<file path="config.mk">
export PLATFORM = sky130hd
export DESIGN_NAME = lowpower_unit
export DESIGN_NICKNAME = d
export VERILOG_FILES = /design/src/rtl/lowpower_pkg.sv /design/src/rtl/lowpower_unit.sv
export VERILOG_INCLUDE_DIRS = /design/src /design/src/rtl
export SDC_FILE = /design/constraint.sdc
export NUM_CORES = 1
export LEC_CHECK = 0
export BUFFER_PORTS_ARGS = -buffer_cell sky130_fd_sc_hd__buf_2
export CORE_ASPECT_RATIO = 0.5
export CORE_MARGIN = 2
export CORE_UTILIZATION = 35
export CTS_CLUSTER_DIAMETER = 120
export CTS_CLUSTER_SIZE = 16
export DETAILED_ROUTE_END_ITERATION = 12
export GPL_ROUTABILITY_DRIVEN = 0
export PLACE_DENSITY_LB_ADDON = 0.05
export REMOVE_ABC_BUFFERS = 1
export SYNTH_ARGS = -nofsm -noshare
export SYNTH_HDL_FRONTEND = slang
export SYNTH_SLANG_ARGS = --single-unit
</file>
<file path="constraint.sdc">
create_clock -name ref_clk -period 1.8 [get_ports ref_clk]
set_input_delay 0.18 -clock ref_clk [delete_from_list [all_inputs] [get_ports ref_clk]]
set_output_delay 0.18 -clock ref_clk [all_outputs]
set_load 0.01 [all_outputs]
</file>
<file path="src/rtl/lowpower_map.svh">
// register offsets, field positions, reset values and timing counts
// assumes inclusion from the low-power unit and the bench top only
`ifndef LOWPOWER_MAP_SVH
`define LOWPOWER_MAP_SVH
// ----------------------------------------
// register addresses
// ----------------------------------------
`define ADDR_BREAK_EXIT_STATUS   16'hfe00
`define ADDR_LAST_RESET_SOURCE   16'hfe01
`define ADDR_BREAK_FLAG_CONTROL  16'hfe03
// ----------------------------------------
// field positions
// ----------------------------------------
`define BIT_BREAK_EXIT_FLAG      1
`define BIT_RST_POWER_ON         7
`define BIT_RST_PIN              6
`define BIT_RST_WATCHDOG         5
`define BIT_RST_BAD_OPCODE       4
`define BIT_RST_BAD_ADDRESS      3
`define BIT_RST_USB              2
`define BIT_BREAK_FLAG_CLEAR_EN  7
// ----------------------------------------
// reset values and recovery counts
// ----------------------------------------
`define RESET_REG_VALUE          8'h00
`define RECOVERY_LONG_CYCLES     4096
`define RECOVERY_SHORT_CYCLES    32
`endif

</file>
<file path="src/rtl/lowpower_pkg.sv">
// types shared by the low-power and reset-status unit
// assumes the constants header sits beside it
package lowpower_pkg;
    // reset causes reported by the reset generator, one-hot
    typedef struct packed {
        logic powerOn;      // power-on circuit
        logic pin;          // external reset pin
        logic watchdog;     // watchdog timeout
        logic badOpcode;    // illegal opcode
        logic badAddress;   // illegal address, fetch or not
        logic usb;          // usb module reset
    } reset_cause_t;

    // cpu register access
    typedef struct packed {
        logic        rd;    // read strobe
        logic        wr;    // write strobe
        logic [15:0] addr;  // byte address
        logic [7:0]  wdata; // write data
    } reg_access_t;

    // power states, one-hot
    typedef enum logic [3:0] {
        RUN     = 4'b0001,
        WAITING = 4'b0010,
        STOPPED = 4'b0100,
        RECOVER = 4'b1000
    } power_state_t;
endpackage

</file>
<file path="src/rtl/lowpower_unit.sv">
// low-power mode control and reset/break status registers
// assumes one crystal-derived clock; cpu strobes are on this clock,
// the reset pin and break/interrupt requests are synchronised here
//
// Functional notes
// - low-power instructions clear cpu interrupt mask
// - cpu stays unclocked until mode exit
// - wait gates cpu clocks, peripherals run
// - enabled interrupt wakes wait, stacking next cycle
// - reset or break also leaves wait
// - exit event is pin OR irq OR break
// - break during wait or stop sets break-exit flag
// - watchdog runs in wait unless disabled
// - stop resets counter, gates all system clocks
// - stop exits on irq/reset/break after recovery
// - recovery 4096 cycles, 32 when short selected
// - counter held in stop, then times recovery
// - break-exit flag cleared by zero write, reset
// - reading reset status clears all flags
// - power-on sets its flag, clears others
// - six reset source flags, last cause set
// - bad-address flag only for opcode fetches
// - break-state flag clearing needs enable bit; only flagClearAllowed uses it, fe00 write and fe01 read clear without it
// - three registers at fe00, fe01, fe03
// - flag cleared in break stays cleared
`timescale 1ns/1ps
`include "lowpower_map.svh"
module lowpower_unit #(
    parameter int LONG_RECOVERY  = `RECOVERY_LONG_CYCLES,
    parameter int SHORT_RECOVERY = `RECOVERY_SHORT_CYCLES
) (
    // clock and reset
    input  wire logic                      ref_clk,
    input  wire logic                      rst,
    // cpu instruction side
    input  wire logic                      waitExec,
    input  wire logic                      stopExec,
    output logic                           clearIntMask,
    output logic                           cpuClockEn,
    output logic                           stackStart,
    // wake sources (asynchronous) and break state
    input  wire logic                      resetPin,
    input  wire logic                      cpuIrq,
    input  wire logic                      breakIrq,
    input  wire logic                      inBreak,
    // reset generator
    input  wire logic                      resetEvent,
    input  wire lowpower_pkg::reset_cause_t resetCause,
    input  wire logic                      badAddrIsFetch,
    // configuration
    input  wire logic                      short_stop_recovery,
    input  wire logic                      watchdog_disable_option,
    // clock gating and peripheral control
    output logic                           base_clock_out_en,
    output logic                           crystal_clock_en,
    output logic                           periphClockEn,
    output logic                           watchdogRun,
    output logic                           lowpower_exit_event,
    output logic                           flagClearAllowed,
    // register access
    input  wire lowpower_pkg::reg_access_t regBus,
    output logic [7:0]                     regRdata
);
    import lowpower_pkg::*;

    // ----------------------------------------
    // input synchronisers
    // ----------------------------------------
    logic [2:0] syncMeta_q;   // first stage, read only by second
    logic [2:0] syncOut_q;    // usable levels: pin, irq, break
    always_ff @(posedge ref_clk)
    begin
        if (rst)
        begin
            syncMeta_q <= 3'h0;
            syncOut_q  <= 3'h0;
        end
        else
        begin
            syncMeta_q <= {breakIrq, cpuIrq, resetPin};
            syncOut_q  <= syncMeta_q;
        end
    end

    logic pinSync;            // reset pin, synchronised
    logic irqSync;            // enabled cpu interrupt
    logic brkSync;            // break interrupt
    assign pinSync = syncOut_q[0];
    assign irqSync = syncOut_q[1];
    assign brkSync = syncOut_q[2];

    // exit event shared by wait and stop
    assign lowpower_exit_event = pinSync | irqSync | brkSync;

    // ----------------------------------------
    // power state machine
    // ----------------------------------------
    power_state_t state_q;    // current power state
    power_state_t state_d;    // next power state
    logic [12:0]  recCnt_q;   // recovery counter
    logic [12:0]  recLimit;   // selected recovery length
    logic         recDone;    // recovery elapsed

    // short recovery is meant for canned oscillators only
    assign recLimit = short_stop_recovery ? 13'(SHORT_RECOVERY)
                                          : 13'(LONG_RECOVERY);
    assign recDone  = (recCnt_q == recLimit - 13'h1);

    // next-state decode
    always_comb
    begin
        state_d = state_q;
        case (state_q)
            RUN:
            begin
                if (stopExec)
                    state_d = STOPPED;
                else if (waitExec)
                    state_d = WAITING;
            end
            WAITING:
            begin
                if (lowpower_exit_event)
                    state_d = RUN;
            end
            STOPPED:
            begin
                if (lowpower_exit_event)
                    state_d = RECOVER;
            end
            RECOVER:
            begin
                if (recDone)
                    state_d = RUN;
            end
            default: state_d = RUN;
        endcase
    end

    // state register; a system reset always returns to run
    always_ff @(posedge ref_clk)
    begin
        if (rst || resetEvent)
            state_q <= RUN;
        else
            state_q <= state_d;
    end

    // recovery counter: held at zero until recovery starts
    always_ff @(posedge ref_clk)
    begin
        if (rst || state_q != RECOVER)
            recCnt_q <= 13'h0;
        else
            recCnt_q <= recCnt_q + 13'h1;
    end

    // ----------------------------------------
    // clock gating and cpu hand-back
    // ----------------------------------------
    // cpu clocks off in any low-power state, recovery included
    assign cpuClockEn        = (state_q == RUN);
    assign periphClockEn     = (state_q == RUN) || (state_q == WAITING);
    // oscillator outputs gated only while stopped; recovery counts on them
    assign base_clock_out_en = (state_q != STOPPED);
    assign crystal_clock_en  = (state_q != STOPPED);
    assign watchdogRun       = !watchdog_disable_option && periphClockEn;
    assign clearIntMask      = (state_q == RUN) && (waitExec || stopExec);

    // stacking pulse one cycle after an interrupt wake from wait, or at the end of recovery if the interrupt is still present
    always_ff @(posedge ref_clk)
    begin
        if (rst)
            stackStart <= 1'b0;
        else
            stackStart <= ((state_q == WAITING) && irqSync)
                        || ((state_q == RECOVER) && recDone && irqSync);
    end

    // ----------------------------------------
    // registers
    // ----------------------------------------
    function automatic logic hit(input reg_access_t a, input logic [15:0] addr);
        hit = (a.addr == addr);
    endfunction

    logic breakExitFlag_q;    // break-exit status
    logic [5:0] rstFlags_q;   // reset source flags
    logic clearEnable_q;      // break flag-clear enable

    // break-exit flag: break set wins over software clear
    always_ff @(posedge ref_clk)
    begin
        if (rst || resetEvent)
            breakExitFlag_q <= 1'b0;
        else if (brkSync && (state_q == WAITING || state_q == STOPPED))
            breakExitFlag_q <= 1'b1;
        else if (regBus.wr && hit(regBus, `ADDR_BREAK_EXIT_STATUS)
                 && !regBus.wdata[`BIT_BREAK_EXIT_FLAG])
            breakExitFlag_q <= 1'b0;
    end

    // reset source flags; capture at reset wins over read-clear
    always_ff @(posedge ref_clk)
    begin
        if (rst)
            rstFlags_q <= 6'h20;        // powered up
        else if (resetEvent)
        begin
            if (resetCause.powerOn)
                rstFlags_q <= 6'h20;
            else
                rstFlags_q <= {1'b0, resetCause.pin, resetCause.watchdog,
                               resetCause.badOpcode,
                               resetCause.badAddress && badAddrIsFetch,
                               resetCause.usb};
        end
        else if (regBus.rd && hit(regBus, `ADDR_LAST_RESET_SOURCE))
            rstFlags_q <= 6'h00;
    end

    // break flag-clear enable, plain read/write
    always_ff @(posedge ref_clk)
    begin
        if (rst || resetEvent)
            clearEnable_q <= 1'b0;
        else if (regBus.wr && hit(regBus, `ADDR_BREAK_FLAG_CONTROL))
            clearEnable_q <= regBus.wdata[`BIT_BREAK_FLAG_CLEAR_EN];
    end

    // other modules may clear flags outside break, or in break when enabled;
    // a flag cleared then is gone for good, nothing restores it
    assign flagClearAllowed = !inBreak || clearEnable_q;

    // read data, registered; unmapped reads return zero
    always_ff @(posedge ref_clk)
    begin
        if (rst)
            regRdata <= `RESET_REG_VALUE;
        else if (hit(regBus, `ADDR_BREAK_EXIT_STATUS))
            regRdata <= 8'({breakExitFlag_q, 1'b0});
        else if (hit(regBus, `ADDR_LAST_RESET_SOURCE))
            regRdata <= {rstFlags_q, 2'b00};
        else if (hit(regBus, `ADDR_BREAK_FLAG_CONTROL))
            regRdata <= {clearEnable_q, 7'h00};
        else
            regRdata <= 8'h00;
    end

    // ----------------------------------------
    // assertions
    // ----------------------------------------
    property p_cpuGated;
        @(posedge ref_clk) disable iff (rst)
        (state_q != RUN) |-> !cpuClockEn;
    endproperty
    a_cpuGated: assert property (p_cpuGated) else $error("cpu clocked in low power");

    property p_waitPeriph;
        @(posedge ref_clk) disable iff (rst)
        (state_q == WAITING) |-> periphClockEn && !cpuClockEn;
    endproperty
    a_waitPeriph: assert property (p_waitPeriph) else $error("wait gating wrong");

    property p_stopGate;
        @(posedge ref_clk) disable iff (rst)
        (state_q == STOPPED) |-> !base_clock_out_en && !crystal_clock_en && recCnt_q == 13'h0;
    endproperty
    a_stopGate: assert property (p_stopGate) else $error("stop gating wrong");

    property p_waitWake;
        @(posedge ref_clk) disable iff (rst || resetEvent)
        (state_q == WAITING && irqSync) |=> stackStart && state_q == RUN;
    endproperty
    a_waitWake: assert property (p_waitWake) else $error("wait wake late");

    // helper: cycles spent in recovery so far; a long repetition would
    // blow up the checker, so the length is counted here instead
    logic [12:0] recStay_q;
    always_ff @(posedge ref_clk)
    begin
        if (rst || state_q != RECOVER)
            recStay_q <= 13'h0;
        else
            recStay_q <= recStay_q + 13'h1;
    end

    property p_shortRec;
        @(posedge ref_clk) disable iff (rst || resetEvent)
        (state_q == RECOVER && short_stop_recovery)
            |-> if (recStay_q == 13'(SHORT_RECOVERY - 1)) ##1 (state_q == RUN)
                else ##1 (state_q == RECOVER);
    endproperty
    a_shortRec: assert property (p_shortRec) else $error("short recovery length");

    property p_brkFlag;
        @(posedge ref_clk) disable iff (rst || resetEvent)
        (brkSync && state_q == STOPPED) |=> breakExitFlag_q;
    endproperty
    a_brkFlag: assert property (p_brkFlag) else $error("break flag not set");

    property p_rsrClear;
        @(posedge ref_clk) disable iff (rst)
        (regBus.rd && hit(regBus, `ADDR_LAST_RESET_SOURCE) && !resetEvent)
            |=> rstFlags_q == 6'h00;
    endproperty
    a_rsrClear: assert property (p_rsrClear) else $error("reset status not cleared");

    property p_porFlags;
        @(posedge ref_clk) disable iff (rst)
        (resetEvent && resetCause.powerOn) |=> rstFlags_q == 6'h20;
    endproperty
    a_porFlags: assert property (p_porFlags) else $error("power-on flags wrong");

    property p_maskClear;
        @(posedge ref_clk) disable iff (rst || resetEvent)
        (state_q == RUN && waitExec) |-> clearIntMask ##1 (state_q != RUN);
    endproperty
    a_maskClear: assert property (p_maskClear) else $error("mask not cleared");
endmodule

</file>
# Word-level counts from Yosys, hierarchy flattened
# Cells that the tools add are included.
# classes
add_sub_neg	2
n_reduce_logical	26
n_bitwise	2
eq_ne	14
mux	15
# ops
op	count
16-bit == test (second input constant)	3
4-bit two-way mux	5
6-bit two-way mux	3
8-bit two-way mux	2
4-bit one-hot mux with 4 select lines	1
13-bit by 1-bit adder with 13-bit output (second input constant)	1
13-bit == test	1
13-bit two-way mux	1
13-bit by 1-bit subtractor with 13-bit output (second input constant)	1
1-bit logical AND	11
1-bit logical OR	7
2-bit inequality test (second input constant)	3
4-bit by 1-bit == test with 1-bit output (second input constant)	1
4-bit by 2-bit == test with 1-bit output (second input constant)	1
4-bit by 3-bit == test with 1-bit output (second input constant)	1
4-bit == test (second input constant)	1
4-bit by 3-bit inequality test with 1-bit output (second input constant)	1
4-bit inequality test (second input constant)	1
4-bit AND reduction	1
2-bit nonzero test	2
1-bit logical NOT	3
3-bit inequality test (second input constant)	1
3-bit OR reduction	1
1-bit two-way mux	2
other kinds (3)	4
# word_totals
inputBits	44
reg_bits	40
output_inout_bits	17
wordCells	70

# Logic depth before layout (Yosys ltp)
# Gate-level depths: netlist of the first run.
# logic_depth
ltp_word	6
ltp_mapped	5
ltp_nobuf	5

# Least setup slack after synthesis of the first run
# OpenSTA, ideal clock, no wires.
# synth_timing
kind	register to output
start	reg state_q[1]
end	out clearIntMask
t_required_ns	1.620
slack_ns	0.401
arrival_time_ns	1.219
stages_incl_launch_ff	4
n_path_buf	1
path_cell_list	dfxtp_1 -> clkbuf_1 -> nor4b_2 -> nor2b_1
# synth_via
elab_chain_cells	2
# synth_lines
element	line_no	text
start: declaration	lowpower_unit.sv:98	power_state_t state_q;
start signal: assignment	lowpower_unit.sv:146	state_q <= state_d;
4-bit by 1-bit == test with 1-bit output	-	
via cpuClockEn	lowpower_unit.sv:39	output logic cpuClockEn,
1-bit logical AND	lowpower_unit.sv:168	assign clearIntMask = (state_q == RUN) && (waitExec || stopExec);
end: declaration	lowpower_unit.sv:38	output logic clearIntMask,
# The timed path passes the listed nets, and every way through them passes these cells.

# Worst setup path in the final report of the first run
# layout_timing
start	reg state_q[2]
end	out clearIntMask
# layout_via
elab_chain_cells	2
# layout_lines
element	line_no
4-bit by 1-bit == test with 1-bit output	lowpower_unit.sv:168
1-bit logical AND	lowpower_unit.sv:168
# Every way passes these cells.

==> results.md, run 1 <==
- Class of the worst hold path: in -> reg
- Num rows: 17
- Data required time of the critical path: approximately 1.6 ns
- Die height: roughly 53 µm
- Die width: just over 100 µm
- Drt first pass iters: 4
- DRC: 0
- Final #Nets: ~280
- RSZ-0062 raised after global routing: false
- DR WL/cell: roughly 11 µm
- Yosys reg bits: 39
- Number of global-route vias before repair: around 1300
- Fin. max-slew vios: 0
- CTS H-tree lvls: 2
- Routed WL: 3.360 mm
- Starting density of the core: 0.3711
- Startpoint types: register
- Post-route ant nets: 0
- CP endpoint kind: output port
- Post-placement cell count: just under 300
- Core box area: 4488 µm²
- Fraction of registers with async set/reset: 0
- Area leader, netlist: dfxtp_1
- Largest net degree at the start of global routing: 14
- Status: completed
- Final Skew: between 0.01 and 0.015 ns
- EDFF count, synth: 0
- Final Setup Violations: 0
- PortBufs: 53
- Setup TNS: 0 ns
- Total CTS buffers: 5
- Resize count post-CTS: 0
- Non-Filler Instances: approximately 300
- Synth warn: 0
- Seq/Total Area, Yosys: 0.4688
- Synth cell types: 43
- Setup Buffers After CTS: 0
- First-pass GRT wire length: 5.720 mm
- Max_cap viols: 0
- FMAX: approximately 620 MHz
- All-layer global routing usage: 0.1378
- Final hold vios: 0
- Worst-path fanout max: 11
- DR vias: 1401
- Post-CTS Hold Fix Bufs: 0
- Number of diodes: 0
- Syn_area_per_cell: approximately 9.4 µm²
- Area growth syn-to-layout: 28.25%
- Buffer depth of the longest clock path: 2
- Largest cells by area after synthesis: dfxtp_1 (47%), nor2_1 (4.5%), nor2b_1 (4.1%)
- CTS tree: yes
- Share of cells above drive strength 1: 0.3149
- Worst Setup Path Type: reg -> out
- Die footprint: between 5000 and 6000 µm²
- Syn Inst Count: around 180
- Synth top area share: 0.4688
- Drt via density: about 4.7
- Clk root buf: clkbuf_8
- Period utilization: 0.8934
- Clock latency on the worst-skew pair: around 0.28 ns
- Filler cell count: 440
- Clock sink total: 39
- HPWL after detailed placement: ~2.5 mm
- Lkg Pwr: ~0.86 nW
- Total congestion overflow: 0
- Crit path DAT: roughly 1.4 ns
- Clk slew on worst S/H paths: roughly 0.08 ns
- Min cycle time layout: between 1.5 and 2 ns
- PwrDens: ~840 nW/µm²
- Synthesized area: between 1500 and 2000 µm²
- Top FF cell, synth: dfxtp_1
- Iter 0 DRT Violations: 39
- Top-Level Pins: between 60 and 70
- Worst VDD drop: 0.0004728 V
- Initial antenna violation count: 0
-- placed cells by master (no fill, tap or decap), types with 5 or more instances in the layout --
cell      count
xnor2_1       7
a22o_1        5
nor2_1       20
nand3_1       6
nand2_1       8
nor4_1        5
nand2b_1      5
clkbuf_8      6
nor2b_1      10
dfxtp_1      38
nor3_1        8
nand4_1       5
and2_1        5
a21oi_1       6
buf_2        53
-- final timing paths --
check / startpoint / end / slack, ns / cells after the start
hold / removal: cpuIrq / syncMeta_q[1]$_SDFF_PP0_ / 0.11 / 2
setup / recovery: state_q[2]$_SDFFE_PP0P_ / clearIntMask / 0.19 / 3
setup reg to reg: recCnt_q[5]$_SDFF_PP0_ / state_q[0]$_SDFFE_PP1P_ / 0.29 / 4
hold reg to reg: syncMeta_q[0]$_SDFF_PP0_ / syncOut_q[0]$_SDFF_PP0_ / 0.44 / 1
-- Yosys cell counts (all sizes together), types with 2 or more instances --
cell type and n:
nor2b 11, nor3 9, nand4 6, inv 3
o21ai 4, nand3 7, clkbuf 6, nor4b 2
a21oi 6, or3 3, buf 2, nor2 20
and2 5, dfxtp 39, o31ai 4, xnor2 7
xor2 3, nor4 6, nand2b 5, a22o 5
nand2 8
-- logic make-up after synthesis --
| logic type | count (synthesis) | synth area share |
|---|---|---|
| multiplexers | 1 | 0.006011 |
| AO/OA/AOI/OAI | 27 | 0.1187 |
| flip-flops | 39 | 0.4688 |
| XOR/XNOR | 10 | 0.05260 |
| other | 1 | 0.002252 |
| adder cells (fa/ha/maj) | 1 | 0.007512 |
| AND/OR/NAND/NOR | 88 | 0.3148 |
| buffers and inverters | 11 | 0.02930 |
-- report_power, final --
group          internal [mW]  total [mW]  switching [mW]  leakage (nW)
logic                 0.0828       0.159          0.0757         0.486
clock network          0.448       0.740           0.292        0.0612
registers              0.878       0.891          0.0134         0.317
-- routing by layer --
| layer | GRT usage | share of wire | vias to the layer above |
|---|---|---|---|
| met1 | 0.1688 | 0.49 | 617 |
| li1 | - | - | 745 |
| met2 | 0.2237 | 0.43 | 37 |
| met3 | 0.06000 | 0.071 | 2 |
| met5 | 0 | 0 | - |
| met4 | 0.03378 | 0.0051 | 0 |
-- worst max-delay path, stage by stage, from the launching register on --
cell and delay (ns):
dfxtp_1 0.44, nor4b_4 0.41, nor2b_1 0.17, buf_2 0.13
-- metrics by stage --
stage | hold WS [ns] | instance area, µm² | setup WS [ns] | utilization | power (mW)
2_1_floorplan | 0.2516 | 1628 | 0.4360 | - | 0.9839
3_3_place_gp | 0.3886 | 2006 | 0.2808 | 0.4469 | 1.065
3_5_place_dp | 0.3971 | 2006 | 0.2745 | 0.4469 | 1.066
4_1_cts | 0.1047 | 2123 | 0.09093 | 0.4731 | 1.811
5_1_grt | 0.1050 | 2136 | 0.03869 | 0.4759 | 1.871
6_report | 0.1090 | 2136 | 0.1919 | 0.4759 | 1.790
-- layout make-up --
cell class,instances,area (µm²),area share
flip-flops and latches,39,782.0,0.3661
repair buffers,57,295.3,0.1383
clock inverters,2,35.03,0.01640
well taps,66,82.58,0.03866
inverters,3,11.26,0.005272
clock buffers,6,82.58,0.03866
multi-input cells,128,847.1,0.3966
-- registers in the layout (all words and copies together) (netlist names) --
| signal | count |
|---|---|
| recCnt_q | 13 |
| regRdata | 7 |
| rstFlags_q | 6 |
| state_q | 4 |
| syncMeta_q | 3 |
| syncOut_q | 3 |
| breakExitFlag_q | 1 |
| clearEnable_q | 1 |
| stackStart | 1 |
(Power assumes the default switching activity.)
==> inputs of run 2 (changes only) <==
--- a/config.mk
+++ b/config.mk
@@ -6,7 +6,9 @@
 export SDC_FILE = /design/constraint.sdc
 export NUM_CORES = 1
 export LEC_CHECK = 0
+export ABC_AREA = 1
 export BUFFER_PORTS_ARGS = -buffer_cell sky130_fd_sc_hd__buf_2
+export CAP_MARGIN = 5
 export CORE_ASPECT_RATIO = 0.5
 export CORE_MARGIN = 2
 export CORE_UTILIZATION = 35
==> results.md, run 2 <==
- Status: completed
- PwrDens: ~830 nW/µm²
- Reg2reg path depth: 10
- Worst Setup Path Type: reg -> out
- Starting density of the core: 0.3589
- Class of the worst hold path: in -> reg
- Final Setup Violations: 0
- Iter 0 DRT Violations: 43
- CP endpoint kind: output port
- Largest cells by area after synthesis: dfxtp_1 (45%), nor2_1 (7.8%), nand2_1 (7.3%)
- Worst-path fanout max: 8
- Post-CTS Hold Fix Bufs: 0
- Routed WL: about 3.5 mm
- CTS H-tree lvls: 2
- All-layer global routing usage: 0.1311
- Final core utilization: 0.4519
- Top-Level Pins: 61
- Hold_sp: breakIrq
- Largest net degree at the start of global routing: 22
- Drt via density: 4.365
- Top reg by flops: recCnt_q
- Number of diodes: 0
- Worst VDD drop: 0.0003064 V
- Area leader, netlist: dfxtp_1
- Reg-to-reg slack, setup: around 0.40 ns
- Resize count post-CTS: 0
- First-pass GRT wire length: approximately 5.8 mm
- Final hold vios: 0
- Drt first pass iters: 4
- Final #Nets: 336
- Hold path depth: 3
- HPWL after detailed placement: 2.742 mm
- Die height: 53.83 µm
- Data required time of the critical path: roughly 1.6 ns
- Post-route ant nets: 0
- Startpoint types: register
- Share of cells above drive strength 1: 0.2842
- Buffer depth of the longest clock path: 2
- Crit path DAT: between 1 and 1.5 ns
- Synth cell types: 32
- Clk root buf: clkbuf_8
- Core box area: 4842 µm²
- Number of global-route vias before repair: roughly 1400
- Syn_area_per_cell: 7.395 µm²
- Period utilization: 0.8075
- Setup TNS: 0 ns
- Reg-to-Reg Start: recCnt_q[0]$_SDFF_PP0_
- Fraction of registers with async set/reset: 0
- Yosys reg bits: 39
- Num rows: 18
- CTS tree: yes
- Die footprint: 5579 µm²
- Clk slew on worst S/H paths: about 0.080 ns
- Most common cell after layout, fill and taps aside: buf_2
- Initial antenna violation count: 0
- Clock sink total: 39
- Syn Inst Count: around 240
- Most frequent cells in the layout: buf_2 (53), dfxtp_1 (39), nor2_1 (36), nand2_1 (34), inv_1 (30)
- Max_cap viols: 0
- Total congestion overflow: 0
- Synth top cells by count: dfxtp_1 (39), nor2_1 (36), nand2_1 (34), inv_1 (30), nand3_1 (17)
- FMAX: between 600 and 700 MHz
- DR WL/cell: between 9 and 10 µm
- Final Skew: between 0.006 and 0.007 ns
- DRC: 0
- Top-count cell post-synth: dfxtp_1
- Max reg flops: 13
- Fin. max-slew vios: 0
- Die width: between 100 and 150 µm
- EDFF count, synth: 0
- Largest registers: recCnt_q (13), regRdata (7), rstFlags_q (6)
- DR vias: about 1600
- Top FF cell, synth: dfxtp_1
- PortBufs: 53
- Synthesized area: roughly 1700 µm²
- RSZ-0062 raised after global routing: false
- Area growth syn-to-layout: 25.92%
- Clock latency on the worst-skew pair: ~0.28 ns
- Seq/Total Area, Yosys: 0.4492
- Lkg Pwr: 0.9821 nW
- Setup Buffers After CTS: 0
- Worst R2R End: state_q[3]$_SDFFE_PP0P_
- Synth top area share: 0.4492
- Min cycle time layout: 1.454 ns
- Synth warn: 0
- Total CTS buffers: 5
- Hold Crit Endpoint: syncMeta_q[2]$_SDFF_PP0_
==> run 2: cell families (layout without fill, tap and decap cells) <==
logic type                 Yosys count  in the layout  synth area share
xor gates and xnor gates             1              1          0.005041
other                                1              1          0.002158
buffers and inverters               39             96           0.08927
AOI/OAI and AO/OA                   29             29           0.09433
and+or+nand+nor                    125            125            0.3528
DFF                                 39             39            0.4492
adders and majority gates            1              1          0.007198
==> run 2: worst max-delay path, cell delays in order, from the launching register on <==
cell	delay, ns
dfxtp_1	0.34
nor2_1	0.18
nand3_2	0.18
a21oi_1	0.16
buf_2	0.14
==> run 2: report_power, final <==
| group | total (mW) | switching [mW] | internal, mW |
|---|---|---|---|
| Combinational | 0.168 | 0.0956 | 0.0727 |
| Clock | 0.770 | 0.314 | 0.456 |
| Sequential | 0.887 | 0.00814 | 0.879 |
==> run 2: cell type report <==
class,count,area [µm²]
inverter,35,131.4
tap,70,87.58
multi-input combinational,157,802.0
clock inverter,2,38.79
timing repair buffer,53,265.3
clock buffer,6,82.58
sequential,39,780.7
fill,525,2654
==> run 2: layer usage <==
metal | vias up | GRT usage | wire length (µm)
met4 | 0 | 0.02928 | 0
met3 | 0 | 0.04479 | 193
li1 | 861 | - | -
met5 | - | 0 | 0
met1 | 684 | 0.1648 | 1789
met2 | 35 | 0.2252 | 1555
==> run 2: worst max path at each step <==
stage	from	endpoint	cells past startpoint
5_1_grt	recCnt_q[0]$_SDFF_PP0_	state_q[1]$_SDFFE_PP0P_	11
3_5_place_dp	recCnt_q[0]$_SDFF_PP0_	state_q[3]$_SDFFE_PP0P_	10
3_3_place_gp	recCnt_q[0]$_SDFF_PP0_	state_q[3]$_SDFFE_PP0P_	10
2_1_floorplan	recCnt_q[0]$_SDFF_PP0_	state_q[3]$_SDFFE_PP0P_	10
4_1_cts	state_q[2]$_SDFFE_PP0P_	watchdogRun	4
6_report	state_q[2]$_SDFFE_PP0P_	watchdogRun	4
==> run 2: per-stage QoR <==
stage | hold WS, ns | instances | power [mW] | area [µm²] | setup slack [ns]
after CTS | 0.08315 | 362 | 1.852 | 2188 | 0.3337
after global routing | 0.08689 | 362 | 1.918 | 2188 | 0.2104
final | 0.09084 | 362 | 1.825 | 2188 | 0.3465
after floorplan | 0.2491 | 231 | 0.9951 | 1714 | 0.5380
after global placement | 0.3810 | 354 | 1.075 | 2067 | 0.4297
after detailed placement | 0.3895 | 354 | 1.077 | 2067 | 0.3991
==> inputs of run 3 (changes only) <==
--- a/config.mk
+++ b/config.mk
@@ -6,7 +6,7 @@
 export SDC_FILE = /design/constraint.sdc
 export NUM_CORES = 1
 export LEC_CHECK = 0
-export ABC_AREA = 1
+export ABC_AREA = 0
 export BUFFER_PORTS_ARGS = -buffer_cell sky130_fd_sc_hd__buf_2
 export CAP_MARGIN = 5
 export CORE_ASPECT_RATIO = 0.5
==> constraint.sdc (replaced) <==
create_clock -name ref_clk -period 1.3 [get_ports ref_clk]
set_input_delay 0.13 -clock ref_clk [delete_from_list [all_inputs] [get_ports ref_clk]]
set_output_delay 0.13 -clock ref_clk [all_outputs]
set_load 0.01 [all_outputs]
==> results.md, run 3 (synthesis gave the netlist of run 1 again) <==
- Max_cap viols: 0
- Post-route ant nets: 0
- Drt via density: between 4 and 5
- First-pass GRT wire length: 6.368 mm
- Die width: 101.6 µm
- Worst-path fanout max: 6
- Clock sink total: 39
- Worst VDD drop: around 0.00055 V
- CP bufs+invs: 1
- Reg-to-reg slack, setup: -0.07 ns
- Total congestion overflow: 0
- Drt first pass iters: 4
- Crit-path slowest cell: dfxtp_4
- Final hold vios: 0
- Post-CTS Hold Fix Bufs: 0
- Crit path cell chain: nor2b_4, nor2_2, nor4_2, buf_2
- Buffer depth of the longest clock path: 2
- FMAX: approximately 700 MHz
- Max reg flops: 13
- Core box area: 4488 µm²
- Number of global-route vias before repair: around 1500
- CTS tree: yes
- Period utilization: 1.105
- Worst hold margin: around 0.051 ns
- Final Skew: about 0.0058 ns
- Routed WL: between 3 and 4 mm
- All-layer global routing usage: 0.1587
- Largest registers: recCnt_q (13), regRdata (7), rstFlags_q (6)
- Status: complete, but fails checks
- CTS H-tree lvls: 2
- Dpl cell area: 2186 µm²
- Class of the worst hold path: in -> reg
- Worst Setup Path Type: reg -> out
- Worst Slack Setup Final: -0.1363 ns
- PwrDens: approximately 1000 nW/µm²
- CP endpoint kind: output port
- Starting density of the core: 0.3711
- Final #Nets: roughly 310
- Clock latency on the worst-skew pair: 0.29 ns
- Num rows: 17
- Crit path max-delay family: simple AND/OR/NAND/NOR gates
- Critical Path Max Stage Delay: approximately 0.4 ns
- Clk slew on worst S/H paths: 0.08 ns
- Area growth syn-to-layout: 50.49%
- RSZ-0062 raised after global routing: true
- Initial antenna violation count: 0
- Top-Level Pins: 61
- Most frequent cells in the layout: buf_2 (52), buf_4 (36), dfxtp_1 (26), nor2_1 (15), dfxtp_2 (10)
- Share of cells above drive strength 1: 0.5112
- Startpoint types: register
- Iter 0 DRT Violations: 39
- Lkg Pwr: about 1.0 nW
- Most common cell after layout, fill and taps aside: buf_2
- Crit path DAT: 1.31 ns
- Min cycle time layout: approximately 1.4 ns
- Die height: around 53 µm
- Number of diodes: 0
- Post-placement cell count: approximately 320
- Filler cell count: ~410
- Final Setup Violations: 12
- HPWL after detailed placement: roughly 2.8 mm
- DRC: 0
- Die footprint: 5359 µm²
- Non-Filler Instances: around 330
- Clk root buf: clkbuf_8
- PortBufs: 53
- Post-route cell area: about 2500 µm²
- Top reg by flops: recCnt_q
- Fin. max-slew vios: 0
- Data required time of the critical path: between 1 and 1.5 ns
- DR vias: 1556
- Failing checks: setup timing
- DR WL/cell: 11.60 µm
- Largest net degree at the start of global routing: 14
- Total CTS buffers: 5
==> run 3: metal layers <==
metal / vias up / routed length (µm) / GRT usage
li1: 808 / - / -
met1: 700 / 1722 / 0.1801
met2: 42 / 1828 / 0.2664
met3: 6 / 260 / 0.06133
met4: 0 / 64 / 0.07432
met5: - / 0 / 0
==> run 3: worst register-to-register path, delay by kind of cell (launching register included) <==
kind	cells	cell delay (ns)
AOI/OAI and AO/OA	2	0.48
and+or+nand+nor	2	0.46
DFF	1	0.35
==> run 3: worst paths after layout <==
check                                         startpoint                    endpoint  depth (start not counted)
worst max-delay path             state_q[0]$_SDFFE_PP1P_                 watchdogRun                          4
worst min-delay path                       resetCause[2]  rstFlags_q[2]$_SDFFE_PP0P_                          2
worst max register to register    recCnt_q[5]$_SDFF_PP0_     state_q[0]$_SDFFE_PP1P_                          4
worst min register to register  syncMeta_q[2]$_SDFF_PP0_     syncOut_q[2]$_SDFF_PP0_                          1
==> run 3: power by group <==
part	switching (mW)	internal, mW
Sequential	0.0186	1.21
Combinational	0.130	0.156
Clock	0.412	0.621
==> run 3: layout make-up <==
| type | count | area [µm²] | share of cell area |
|---|---|---|---|
| clock inverter | 2 | 35.03 | 0.01398 |
| clock buffer | 6 | 82.58 | 0.03295 |
| sequential | 39 | 804.5 | 0.3210 |
| multi-input combinational | 128 | 937.1 | 0.3739 |
| timing repair buffer | 90 | 553.0 | 0.2207 |
| tap | 66 | 82.58 | 0.03295 |
| inverter | 3 | 11.26 | 0.004493 |
==> run 3: what timing repair did <==
action	CTS	global route
pin swaps	8	5
cloned	0	0
buffers inserted	6	5
resized for setup	22	22
endpoints found under the setup margin	15	24
==> run 3: through the flow <==
step                        util  total power, mW   TNS, ns  setup slack, ns
after floorplan                -            1.362  -0.05131         -0.03524
final                     0.5584            2.551   -0.6693          -0.1363
after global routing      0.5584            2.672    -2.460          -0.2356
after global placement    0.4870            1.493    -1.085         -0.07993
after CTS                 0.5364            2.556   -0.6278          -0.1357
after detailed placement  0.4870            1.494    -1.199          -0.1080
